**src/hdl/clhi_defs.vh**
```
`ifndef CLHI_DEFS_VH
`define CLHI_DEFS_VH

// instruction opcode positions (highest set bit selects the instruction)
`define CLHI_OP_SET_CHAR   7
`define CLHI_OP_SET_GLYPH  6
`define CLHI_OP_FUNC_SET   5
`define CLHI_OP_SHIFT      4
`define CLHI_OP_ENTRY      2
// function-set, shift and entry-mode field positions
`define CLHI_FS_WIDTH      4
`define CLHI_FS_LINES      3
`define CLHI_FS_FONT       2
`define CLHI_SH_DISPLAY    3
`define CLHI_SH_RIGHT      2
`define CLHI_EM_INC        1
// character ram address ranges
`define CLHI_ONE_LINE_LAST 7'h4f
`define CLHI_LINE1_LAST    7'h27
`define CLHI_LINE2_FIRST   7'h40
`define CLHI_LINE2_LAST    7'h67
// duty factor denominators
`define CLHI_DUTY_1L_5X8   5'h08
`define CLHI_DUTY_1L_5X11  5'h0b
`define CLHI_DUTY_2L       5'h10
// interface strap codes {hi, lo}
`define CLHI_IF_PARALLEL   2'h0
`define CLHI_IF_TWO_WIRE   2'h1
`define CLHI_IF_SPI        2'h2
// reset values
`define CLHI_RST_WIDTH     1'b1
`define CLHI_RST_INC       1'b1
// execution time of an instruction in ns, and as clock cycles at 100 ns
`define CLHI_EXEC_NS       18500
`define CLHI_CLK_NS        100
`define CLHI_EXEC_CYC      ((`CLHI_EXEC_NS + `CLHI_CLK_NS - 1) / `CLHI_CLK_NS)

`endif

```
**src/hdl/clhi_sync2.v**
```verilog
`timescale 1ns/10ps
module clhi_sync2 #(
  parameter W = 1
) (
  input  wire         mclk,
  input  wire         srst,
  input  wire [W-1:0] asyncIn,
  output reg  [W-1:0] syncOut
);
  reg [W-1:0] meta_q;

  always @(posedge mclk) begin
    if (srst) begin
      meta_q  <= {W{1'b0}};
      syncOut <= {W{1'b0}};
    end else begin
      meta_q  <= asyncIn;
      syncOut <= meta_q;
    end
  end
endmodule

```
**src/hdl/clhi_buf2.v**
```verilog
`timescale 1ns/10ps
// two-entry buffer; ready on the fill side drops only when both slots hold words
module clhi_buf2 #(
  parameter W = 9
) (
  input  wire         mclk,
  input  wire         srst,
  input  wire         inValid,
  output wire         inReady,
  input  wire [W-1:0] inData,
  output wire         outValid,
  input  wire         outReady,
  output wire [W-1:0] outData
);
  reg [W-1:0] mem_q [0:1];
  reg         wrPtr_q;
  reg         rdPtr_q;
  reg [1:0]   count_q;
  wire        push;
  wire        pop;

  assign inReady  = (count_q != 2'h2);
  assign outValid = (count_q != 2'h0);
  assign outData  = mem_q[rdPtr_q];
  assign push     = inValid & inReady;
  assign pop      = outValid & outReady;

  always @(posedge mclk) begin
    if (srst) begin
      wrPtr_q <= 1'b0;
      rdPtr_q <= 1'b0;
      count_q <= 2'h0;
    end else begin
      if (push) begin
        mem_q[wrPtr_q] <= inData;
        wrPtr_q        <= ~wrPtr_q;
      end
      if (pop) begin
        rdPtr_q <= ~rdPtr_q;
      end
      if (push & ~pop) begin
        count_q <= count_q + 2'h1;
      end else if (pop & ~push) begin
        count_q <= count_q - 2'h1;
      end
    end
  end
endmodule

```
**src/hdl/clhi_core.v**
```verilog
`timescale 1ns/10ps
`include "clhi_defs.vh"
// Notes on behaviour
// - bus width bit set gives 8-bit transfers, cleared gives two 4-bit transfers; serial modes force 8-bit.
// - line bit 0 gives one line, duty 1/8 or 1/11; 1 gives two lines, 1/16.
// - font bit picks 5x8 or 5x11 cell, in one-line mode only.
// - glyph address set loads 6-bit pointer and selects glyph ram.
// - char address set loads 7-bit pointer and selects char ram.
// - one-line char ram addresses run 00h through 4fh contiguously.
// - two-line char ram uses 00h-27h then 40h-67h.
// - parallel status read returns busy flag on bit 7 and pointer below.
// - data write stores byte in selected ram, then steps pointer by one.
// - parallel data read returns byte from selected ram; none over serial.
// - without prior address set, first read byte is invalid.
// - cursor shift prefetches char ram data like a char address set, unless glyph ram is selected.
// - each data read steps pointer by one per entry direction.
// - read right after a write returns previously fetched data.
// - 4-bit mode uses upper four lines, high nibble first then low.
// - in 4-bit mode busy rises only after the second nibble.
// - straps pick parallel or 4-line spi; the two-wire code leaves both front ends off.
// - parallel uses strobe, select, read/write and eight or upper four lines.
// - spi uses chip select on line 5, data on 7, clock on 6, plus select.
// - entry direction set increments pointer, cleared decrements.
module clhi_core #(
  parameter EXEC_CYC = `CLHI_EXEC_CYC
) (
  input  wire       mclk,
  input  wire       srst,
  input  wire       ifaceStrapHi,
  input  wire       ifaceStrapLo,
  input  wire       enStrobe,
  input  wire       cmdDataSel,
  input  wire       readNotWrite,
  input  wire [7:0] dbIn,
  output reg  [7:0] dbOut,
  output wire       dbOe_n,
  output wire       busWidthSel,
  output wire       twoLineMode,
  output wire       bigFont,
  output reg  [4:0] dutyDenom,
  output wire       glyphSelected,
  output wire       opInProgressFlag,
  output wire [6:0] ramPointer,
  output wire       stallSeen
);
  localparam ST_IDLE  = 2'h0;
  localparam ST_EXEC  = 2'h1;
  localparam ST_FETCH = 2'h2;

  ////////////////////////////////////////////////////////////////////////////
  // pin synchronisers
  wire [12:0] pinSync;
  clhi_sync2 #(.W(13)) uSync (
    .mclk    (mclk),
    .srst    (srst),
    .asyncIn ({enStrobe, cmdDataSel, readNotWrite, ifaceStrapHi, ifaceStrapLo, dbIn}),
    .syncOut (pinSync)
  );
  wire       strobeS = pinSync[12];
  wire       selS    = pinSync[11];
  wire       rdS     = pinSync[10];
  wire [7:0] dbS     = pinSync[7:0];

  ////////////////////////////////////////////////////////////////////////////
  // mode state
  reg        width_q;
  reg        lines_q;
  reg        font_q;
  reg        inc_q;
  reg        glyph_q;
  reg  [6:0] ptr_q;
  reg  [7:0] hold_q;     // data_hold_reg: prefetched read byte
  reg  [1:0] state_q;
  reg  [15:0] execCnt_q;
  reg        nibHalf_q;
  reg  [3:0] hiNib_q;
  reg        strobeOld_q;
  reg        sckOld_q;
  reg  [2:0] bitCnt_q;
  reg  [7:0] shift_q;
  reg  [1:0] mode_q;
  reg        fetchPending_q;

  reg  [7:0] glyphRam [0:63];
  reg  [7:0] charRam  [0:127];

  assign busWidthSel      = width_q;
  assign twoLineMode      = lines_q;
  assign bigFont          = font_q & ~lines_q;
  assign glyphSelected    = glyph_q;
  assign opInProgressFlag = (state_q != ST_IDLE);
  assign ramPointer       = ptr_q;

  always @* begin
    if (lines_q)
      dutyDenom = `CLHI_DUTY_2L;
    else if (font_q)
      dutyDenom = `CLHI_DUTY_1L_5X11;
    else
      dutyDenom = `CLHI_DUTY_1L_5X8;
  end

  ////////////////////////////////////////////////////////////////////////////
  // strap capture after reset release; the synchroniser is cleared by reset,
  // so wait two edges until it shows the real strap levels
  wire       strapHi = pinSync[9];
  wire       strapLo = pinSync[8];
  reg        strapDone_q;
  reg  [1:0] strapCnt_q;
  always @(posedge mclk) begin
    if (srst) begin
      mode_q      <= `CLHI_IF_PARALLEL;
      strapDone_q <= 1'b0;
      strapCnt_q  <= 2'h0;
    end else if (strapCnt_q != 2'h2) begin
      strapCnt_q  <= strapCnt_q + 2'h1;
    end else if (!strapDone_q) begin
      mode_q      <= {strapHi, strapLo};
      strapDone_q <= 1'b1;
    end
  end
  wire isPar = (mode_q == `CLHI_IF_PARALLEL);
  wire isSpi = (mode_q == `CLHI_IF_SPI);

  ////////////////////////////////////////////////////////////////////////////
  // parallel front end
  wire strobeFall = strobeOld_q & ~strobeS;
  wire [3:0] nib  = dbS[7:4];
  wire parWrEv    = isPar & strobeFall & ~rdS;
  wire parRdEv    = isPar & strobeFall & rdS;
  // a byte completes on the second nibble in 4-bit mode
  wire byteDone   = width_q | nibHalf_q;
  wire [7:0] parByte = width_q ? dbS : {hiNib_q, nib};

  // spi front end: clock on line 6, data on 7, select on 5
  wire csN    = dbS[5];
  wire sck    = dbS[6];
  wire sdi    = dbS[7];
  wire sckRise = ~sckOld_q & sck & ~csN;
  wire spiDone = isSpi & sckRise & (bitCnt_q == 3'h7);
  wire [7:0] spiByte = {shift_q[6:0], sdi};

  wire       wrReady;
  wire       bufValid;
  wire [8:0] bufData;
  wire       inPush = (parWrEv & byteDone) | spiDone;
  wire [8:0] inWord = isSpi ? {selS, spiByte} : {selS, parByte};
  clhi_buf2 #(.W(9)) uBuf (
    .mclk     (mclk),
    .srst     (srst),
    .inValid  (inPush),
    .inReady  (wrReady),
    .inData   (inWord),
    .outValid (bufValid),
    .outReady (state_q == ST_IDLE),
    .outData  (bufData)
  );
  assign stallSeen = inPush & ~wrReady;

  always @(posedge mclk) begin
    if (srst) begin
      strobeOld_q <= 1'b0;
      sckOld_q    <= 1'b1;
      nibHalf_q   <= 1'b0;
      hiNib_q     <= 4'h0;
      bitCnt_q    <= 3'h0;
      shift_q     <= 8'h00;
    end else begin
      strobeOld_q <= strobeS;
      sckOld_q    <= sck;
      if (isPar & strobeFall & ~width_q) begin
        nibHalf_q <= ~nibHalf_q;
        if (!nibHalf_q)
          hiNib_q <= nib;
      end
      if (csN) begin
        bitCnt_q <= 3'h0;
      end else if (sckRise) begin
        bitCnt_q <= bitCnt_q + 3'h1;
        shift_q  <= spiByte;
      end
    end
  end

  ////////////////////////////////////////////////////////////////////////////
  // pointer stepping with two-line wrap
  function [6:0] stepPtr;
    input [6:0] p;
    input       up;
    input       glyph;
    input       two;
    begin
      if (glyph)
        stepPtr = {1'b0, up ? p[5:0] + 6'h01 : p[5:0] - 6'h01};
      else if (!two)
        stepPtr = up ? ((p >= `CLHI_ONE_LINE_LAST) ? 7'h00 : p + 7'h01)
                     : ((p == 7'h00) ? `CLHI_ONE_LINE_LAST : p - 7'h01);
      else if (up)
        stepPtr = (p == `CLHI_LINE1_LAST) ? `CLHI_LINE2_FIRST :
                  (p >= `CLHI_LINE2_LAST) ? 7'h00 : p + 7'h01;
      else
        stepPtr = (p == `CLHI_LINE2_FIRST) ? `CLHI_LINE1_LAST :
                  (p == 7'h00) ? `CLHI_LINE2_LAST : p - 7'h01;
    end
  endfunction

  wire [7:0] cmd   = bufData[7:0];
  wire       isDat = bufData[8];
  wire [7:0] ramQ  = glyph_q ? glyphRam[ptr_q[5:0]] : charRam[ptr_q];

  ////////////////////////////////////////////////////////////////////////////
  // instruction execution
  always @(posedge mclk) begin
    if (srst) begin
      width_q        <= `CLHI_RST_WIDTH;
      lines_q        <= 1'b0;
      font_q         <= 1'b0;
      inc_q          <= `CLHI_RST_INC;
      glyph_q        <= 1'b0;
      ptr_q          <= 7'h00;
      hold_q         <= 8'h00;
      state_q        <= ST_IDLE;
      execCnt_q      <= 16'h0000;
      fetchPending_q <= 1'b0;
    end else begin
      case (state_q)
        ST_IDLE: begin
          if (parRdEv & selS & byteDone) begin
            ptr_q <= stepPtr(ptr_q, inc_q, glyph_q, lines_q);
            // new byte lands in the hold register for the next read
            state_q <= ST_FETCH;
          end else if (bufValid) begin
            state_q   <= ST_EXEC;
            execCnt_q <= EXEC_CYC[15:0];
            if (isDat) begin
              if (glyph_q)
                glyphRam[ptr_q[5:0]] <= cmd;
              else
                charRam[ptr_q] <= cmd;
              // hold is left alone so an immediate read sees the old byte
              ptr_q <= stepPtr(ptr_q, inc_q, glyph_q, lines_q);
            end else if (cmd[`CLHI_OP_SET_CHAR]) begin
              ptr_q          <= cmd[6:0];
              glyph_q        <= 1'b0;
              fetchPending_q <= 1'b1;
            end else if (cmd[`CLHI_OP_SET_GLYPH]) begin
              ptr_q          <= {1'b0, cmd[5:0]};
              glyph_q        <= 1'b1;
              fetchPending_q <= 1'b1;
            end else if (cmd[`CLHI_OP_FUNC_SET]) begin
              width_q <= isPar ? cmd[`CLHI_FS_WIDTH] : 1'b1;
              lines_q <= cmd[`CLHI_FS_LINES];
              font_q  <= cmd[`CLHI_FS_FONT];
            end else if (cmd[`CLHI_OP_SHIFT]) begin
              if (!cmd[`CLHI_SH_DISPLAY]) begin
                ptr_q          <= stepPtr(ptr_q, cmd[`CLHI_SH_RIGHT], glyph_q, lines_q);
                fetchPending_q <= ~glyph_q;
              end
            end else if (cmd[`CLHI_OP_ENTRY]) begin
              inc_q <= cmd[`CLHI_EM_INC];
            end
          end
        end
        ST_EXEC: begin
          if (execCnt_q > 16'h0001) begin
            execCnt_q <= execCnt_q - 16'h0001;
          end else if (fetchPending_q) begin
            state_q <= ST_FETCH;
          end else begin
            state_q <= ST_IDLE;
          end
        end
        ST_FETCH: begin
          hold_q         <= ramQ;
          fetchPending_q <= 1'b0;
          state_q        <= ST_IDLE;
        end
        default: begin
          state_q <= ST_IDLE;
        end
      endcase
    end
  end

  ////////////////////////////////////////////////////////////////////////////
  // parallel read data, both nibbles served from one snapshot
  reg [7:0] rdSnap_q;
  wire      readOn = isPar & strobeS & rdS;
  always @(posedge mclk) begin
    if (srst) begin
      rdSnap_q <= 8'h00;
      dbOut    <= 8'h00;
    end else begin
      if (~strobeOld_q & strobeS & rdS & ~nibHalf_q)
        rdSnap_q <= selS ? hold_q : {opInProgressFlag, ptr_q};
      if (width_q)
        dbOut <= selS ? hold_q : {opInProgressFlag, ptr_q};
      else
        dbOut <= nibHalf_q ? {rdSnap_q[3:0], 4'h0} : rdSnap_q;
    end
  end
  assign dbOe_n = ~readOn;
endmodule

```
**config.mk**
```make
export PLATFORM = sky130hd
export DESIGN_NAME = clhi_core
export DESIGN_NICKNAME = d
export VERILOG_FILES = /design/src/hdl/clhi_sync2.v /design/src/hdl/clhi_buf2.v /design/src/hdl/clhi_core.v
export VERILOG_INCLUDE_DIRS = /design/src /design/src/hdl
export SDC_FILE = /design/constraint.sdc
export NUM_CORES = 2
export LEC_CHECK = 0
export BUFFER_PORTS_ARGS = -buffer_cell sky130_fd_sc_hd__buf_2
export CORE_UTILIZATION = 31
export CTS_CLUSTER_SIZE = 14
export DETAILED_ROUTE_END_ITERATION = 12
export SLEW_MARGIN = 20
export SYNTH_ARGS = -nofsm -noshare
export SYNTH_HDL_FRONTEND = slang
export SYNTH_SLANG_ARGS = --single-unit
export TNS_END_PERCENT = 5
```
**constraint.sdc**
```tcl
create_clock -name mclk -period 11 [get_ports mclk]
set_input_delay 0.55 -clock mclk [delete_from_list [all_inputs] [get_ports mclk]]
set_output_delay 0.55 -clock mclk [all_outputs]
set_load 0.1 [all_outputs]
```
==> results.cfg <==
[outcome]
outcome = completed

[final_layout]
nets = 3513
fin_cells = 6433
drive_gt1_frac = 0.214
final_area_sq_mm = 0.0744
area_delta_synth_final_pct = 13.2

[yosys]
synth.avg_cell_area_sq_um = 19.2
yosysSeqAreaShare = 0.745
synth_cell_types = 74
synth_cells = 3422
synth_largest_area_cell = edfxtp_1
synthesis.nets = 3445
synth_edf_count = 1554
yosys.area.top_type_share = 0.710
netlist_area_sq_mm = 0.0657
synth_area_leaders = edfxtp_1, mux4_2, dfxtp_1
synth_common_cells = edfxtp_1, mux4_2, nor2_1
synth_ff_type = edfxtp_1
yosysMostFrequentCell = edfxtp_1
async_reset_ff_frac = 0
ys_warn_count = 0
synth-seq-cells = 1669

[timing]
relSlewSlack = 0.155
fin_tns_setup_ps = 0
whs_ps = 56.8
rsz0062_at_grt = false
min_period_ps = 4960
finalHoldViolations = 0
maxSlewViolCount = 0
setup_viol = 0
worstMarginPinSlew_ps = 1260
fin_crit_sh = 0.451
clock.fmax_mhz = 202
fin_worst_skew_ps = 38.1

[pwr]
p_per_area_mw_per_mm2 = 219
p_leak_uw = 0.0223
fin_total_pwr_uw = 16300
peakVddDrop_uv = 188

[worst_setup_path]
arrival_ps = 5630
cp_max_fo = 73
end_kind = flip-flop
worst_ep_required_time_ps = 11670
critPathMaxStageDelay_ps = 860
crit_chain = buf_12 -> buf_4 -> mux4_2 -> nor2b_1 -> a2111oi_0 -> a221oi_1 -> o221ai_1 -> a2bb2oi_1 -> a311oi_1
critPathKind = reg -> reg
cp-start-kind = flip-flop
cpMaxStageDelayCell = dfxtp_4

[drt]
drt_first_iter_violations = 4476
num_vias = 33800
drc = 0
ant_nets = 0
drtPass1Iterations = 6
wl_um = 171000
viasPerCell = 5.26
wl_per_cell_um = 26.6

[place]
place.gp.congestion = 0.870
dp.final_hpwl_um = 101000
port_buffers = 40
dpl-instance-area_sq_mm = 0.0689
dpl.cell_count = 6116

[grt]
grt_max_degree = 132
antenna_found_initial = 4
grt_first_pass_wirelength_um = 247000
grt_usage = 0.157
grt_overflow = 0
grt_pass1_vias = 33700

[min_path]
min_from = dbIn[7]
hold_path.class = in -> reg

[floorplanning]
die_height_um = 462
die_w_um = 462
initial_core_util = 0.313
die_area_sq_mm = 0.214
floorplan.rows = 168
ioPinCount = 42
core_area_sq_mm = 0.210

[clock_tree]
clock_path_buffers = 3
cts-root-buf = clkbuf_16
cts_buffers = 164
clk_pin_slew_worst_paths_ps = 70
clkSinkCount = 1669
cts_setup_buffers = 0
clock_latency_ps = 820
h-tree-depth = 4
cts_tree = done

[job]
drv_cap = 0
power by group:
group | switching, uW | internal [uW] | total, uW
logic | 2180 | 1150 | 3330
registers | 148 | 7200 | 7350
clock network | 2460 | 3160 | 5610
path summary, 6_finish.rpt:
check | end | slack [ps] | depth (start not counted)
max | hold_q[2]$_SDFFE_PP0N_ | 6040 | 9
min reg2reg | uSync.syncOut[0]$_SDFF_PP0_ | 440 | 1
max reg2reg | hold_q[2]$_SDFFE_PP0N_ | 6040 | 9
min | uSync.meta_q[7]$_SDFF_PP0_ | 60 | 2
through the flow:
stage | util | worst slack [ps]
2_1_floorplan | - | 6670
3_3_place_gp | 0.328 | 5760
3_5_place_dp | 0.328 | 5850
4_1_cts | 0.354 | 5850
5_1_grt | 0.354 | 5670
6_report | 0.354 | 6040
repair_timing:
| item | 4_1_cts | 5_1_grt |
|---|---|---|
| endpoints found under the hold margin | 12 | 0 |
| gates resized for setup | 0 | 0 |
| hold buffers | 12 | 0 |
placed cells by master, fill, tap and decap left out, types with 16 or more instances in the layout:
cell / instances
clkinv_1: 31
nand3_1: 34
mux2i_1: 117
nor4_1: 19
or3_1: 25
nand2_1: 77
inv_1: 16
buf_4: 46
clkbuf_1: 38
clkinv_2: 26
o21ai_0: 38
a22oi_1: 41
mux2_2: 35
nand2b_1: 19
mux4_2: 366
a21oi_1: 57
dfxtp_1: 109
nor3_1: 34
a211oi_1: 39
clkbuf_16: 167
nor2b_1: 61
o22ai_1: 36
edfxtp_1: 1554
nor2_1: 308
o221ai_1: 16
buf_2: 39
worst max-delay path, delay by kind of cell (launching register included):
kind | cells | cell delay, ps
AOI/OAI and AO/OA | 5 | 1630
buffers and inverters | 2 | 1330
DFF | 1 | 860
muxes | 1 | 600
and+or+nand+nor | 1 | 210
routing by layer:
metal | global-route usage | routed length (um)
met1 | 0.219 | 71100
met4 | 0.0589 | 6150
met2 | 0.245 | 80000
met3 | 0.0272 | 13700
met5 | 0 | 18
state kept, by name, indices dropped and copies added, names as in the netlist, 2 cells and up, named ones only:
signal	cells
uSync.syncOut	13
uSync.meta_q	13
state_q	2
execCnt_q	16
rdSnap_q	8
mode_q	2
charRam	1024
strapCnt_q	2
uBuf.count_q	2
shift_q	7
hiNib_q	4
hold_q	8
bitCnt_q	3
ramPointer	7
dbOut	8
glyphRam	512
uBuf.mem_q	18
layout make-up:
type | instances | area [sq um]
well taps | 2805 | 3510
clock buffers | 211 | 4400
repair buffers | 105 | 802
fillers | 19400 | 136000
flip-flops and latches | 1669 | 49000
clock inverters | 92 | 931
inverters | 21 | 93.8
multi-input cells | 1529 | 15600
diodes | 1 | 2.50
cells by family (layout without fill, tap and decap cells):
group                      Yosys count  in the layout  synth area share
buffers and inverters              224            429            0.0189
adders and majority gates            8              8           0.00152
xor gates and xnor gates            22             22           0.00293
muxes                              535            535             0.152
and+or+nand+nor                    636            636            0.0452
other                                1              2         0.0000571
AOI/OAI and AO/OA                  327            327            0.0343
DFF                               1669           1669             0.745
Power figures use the tool's default switching activity.
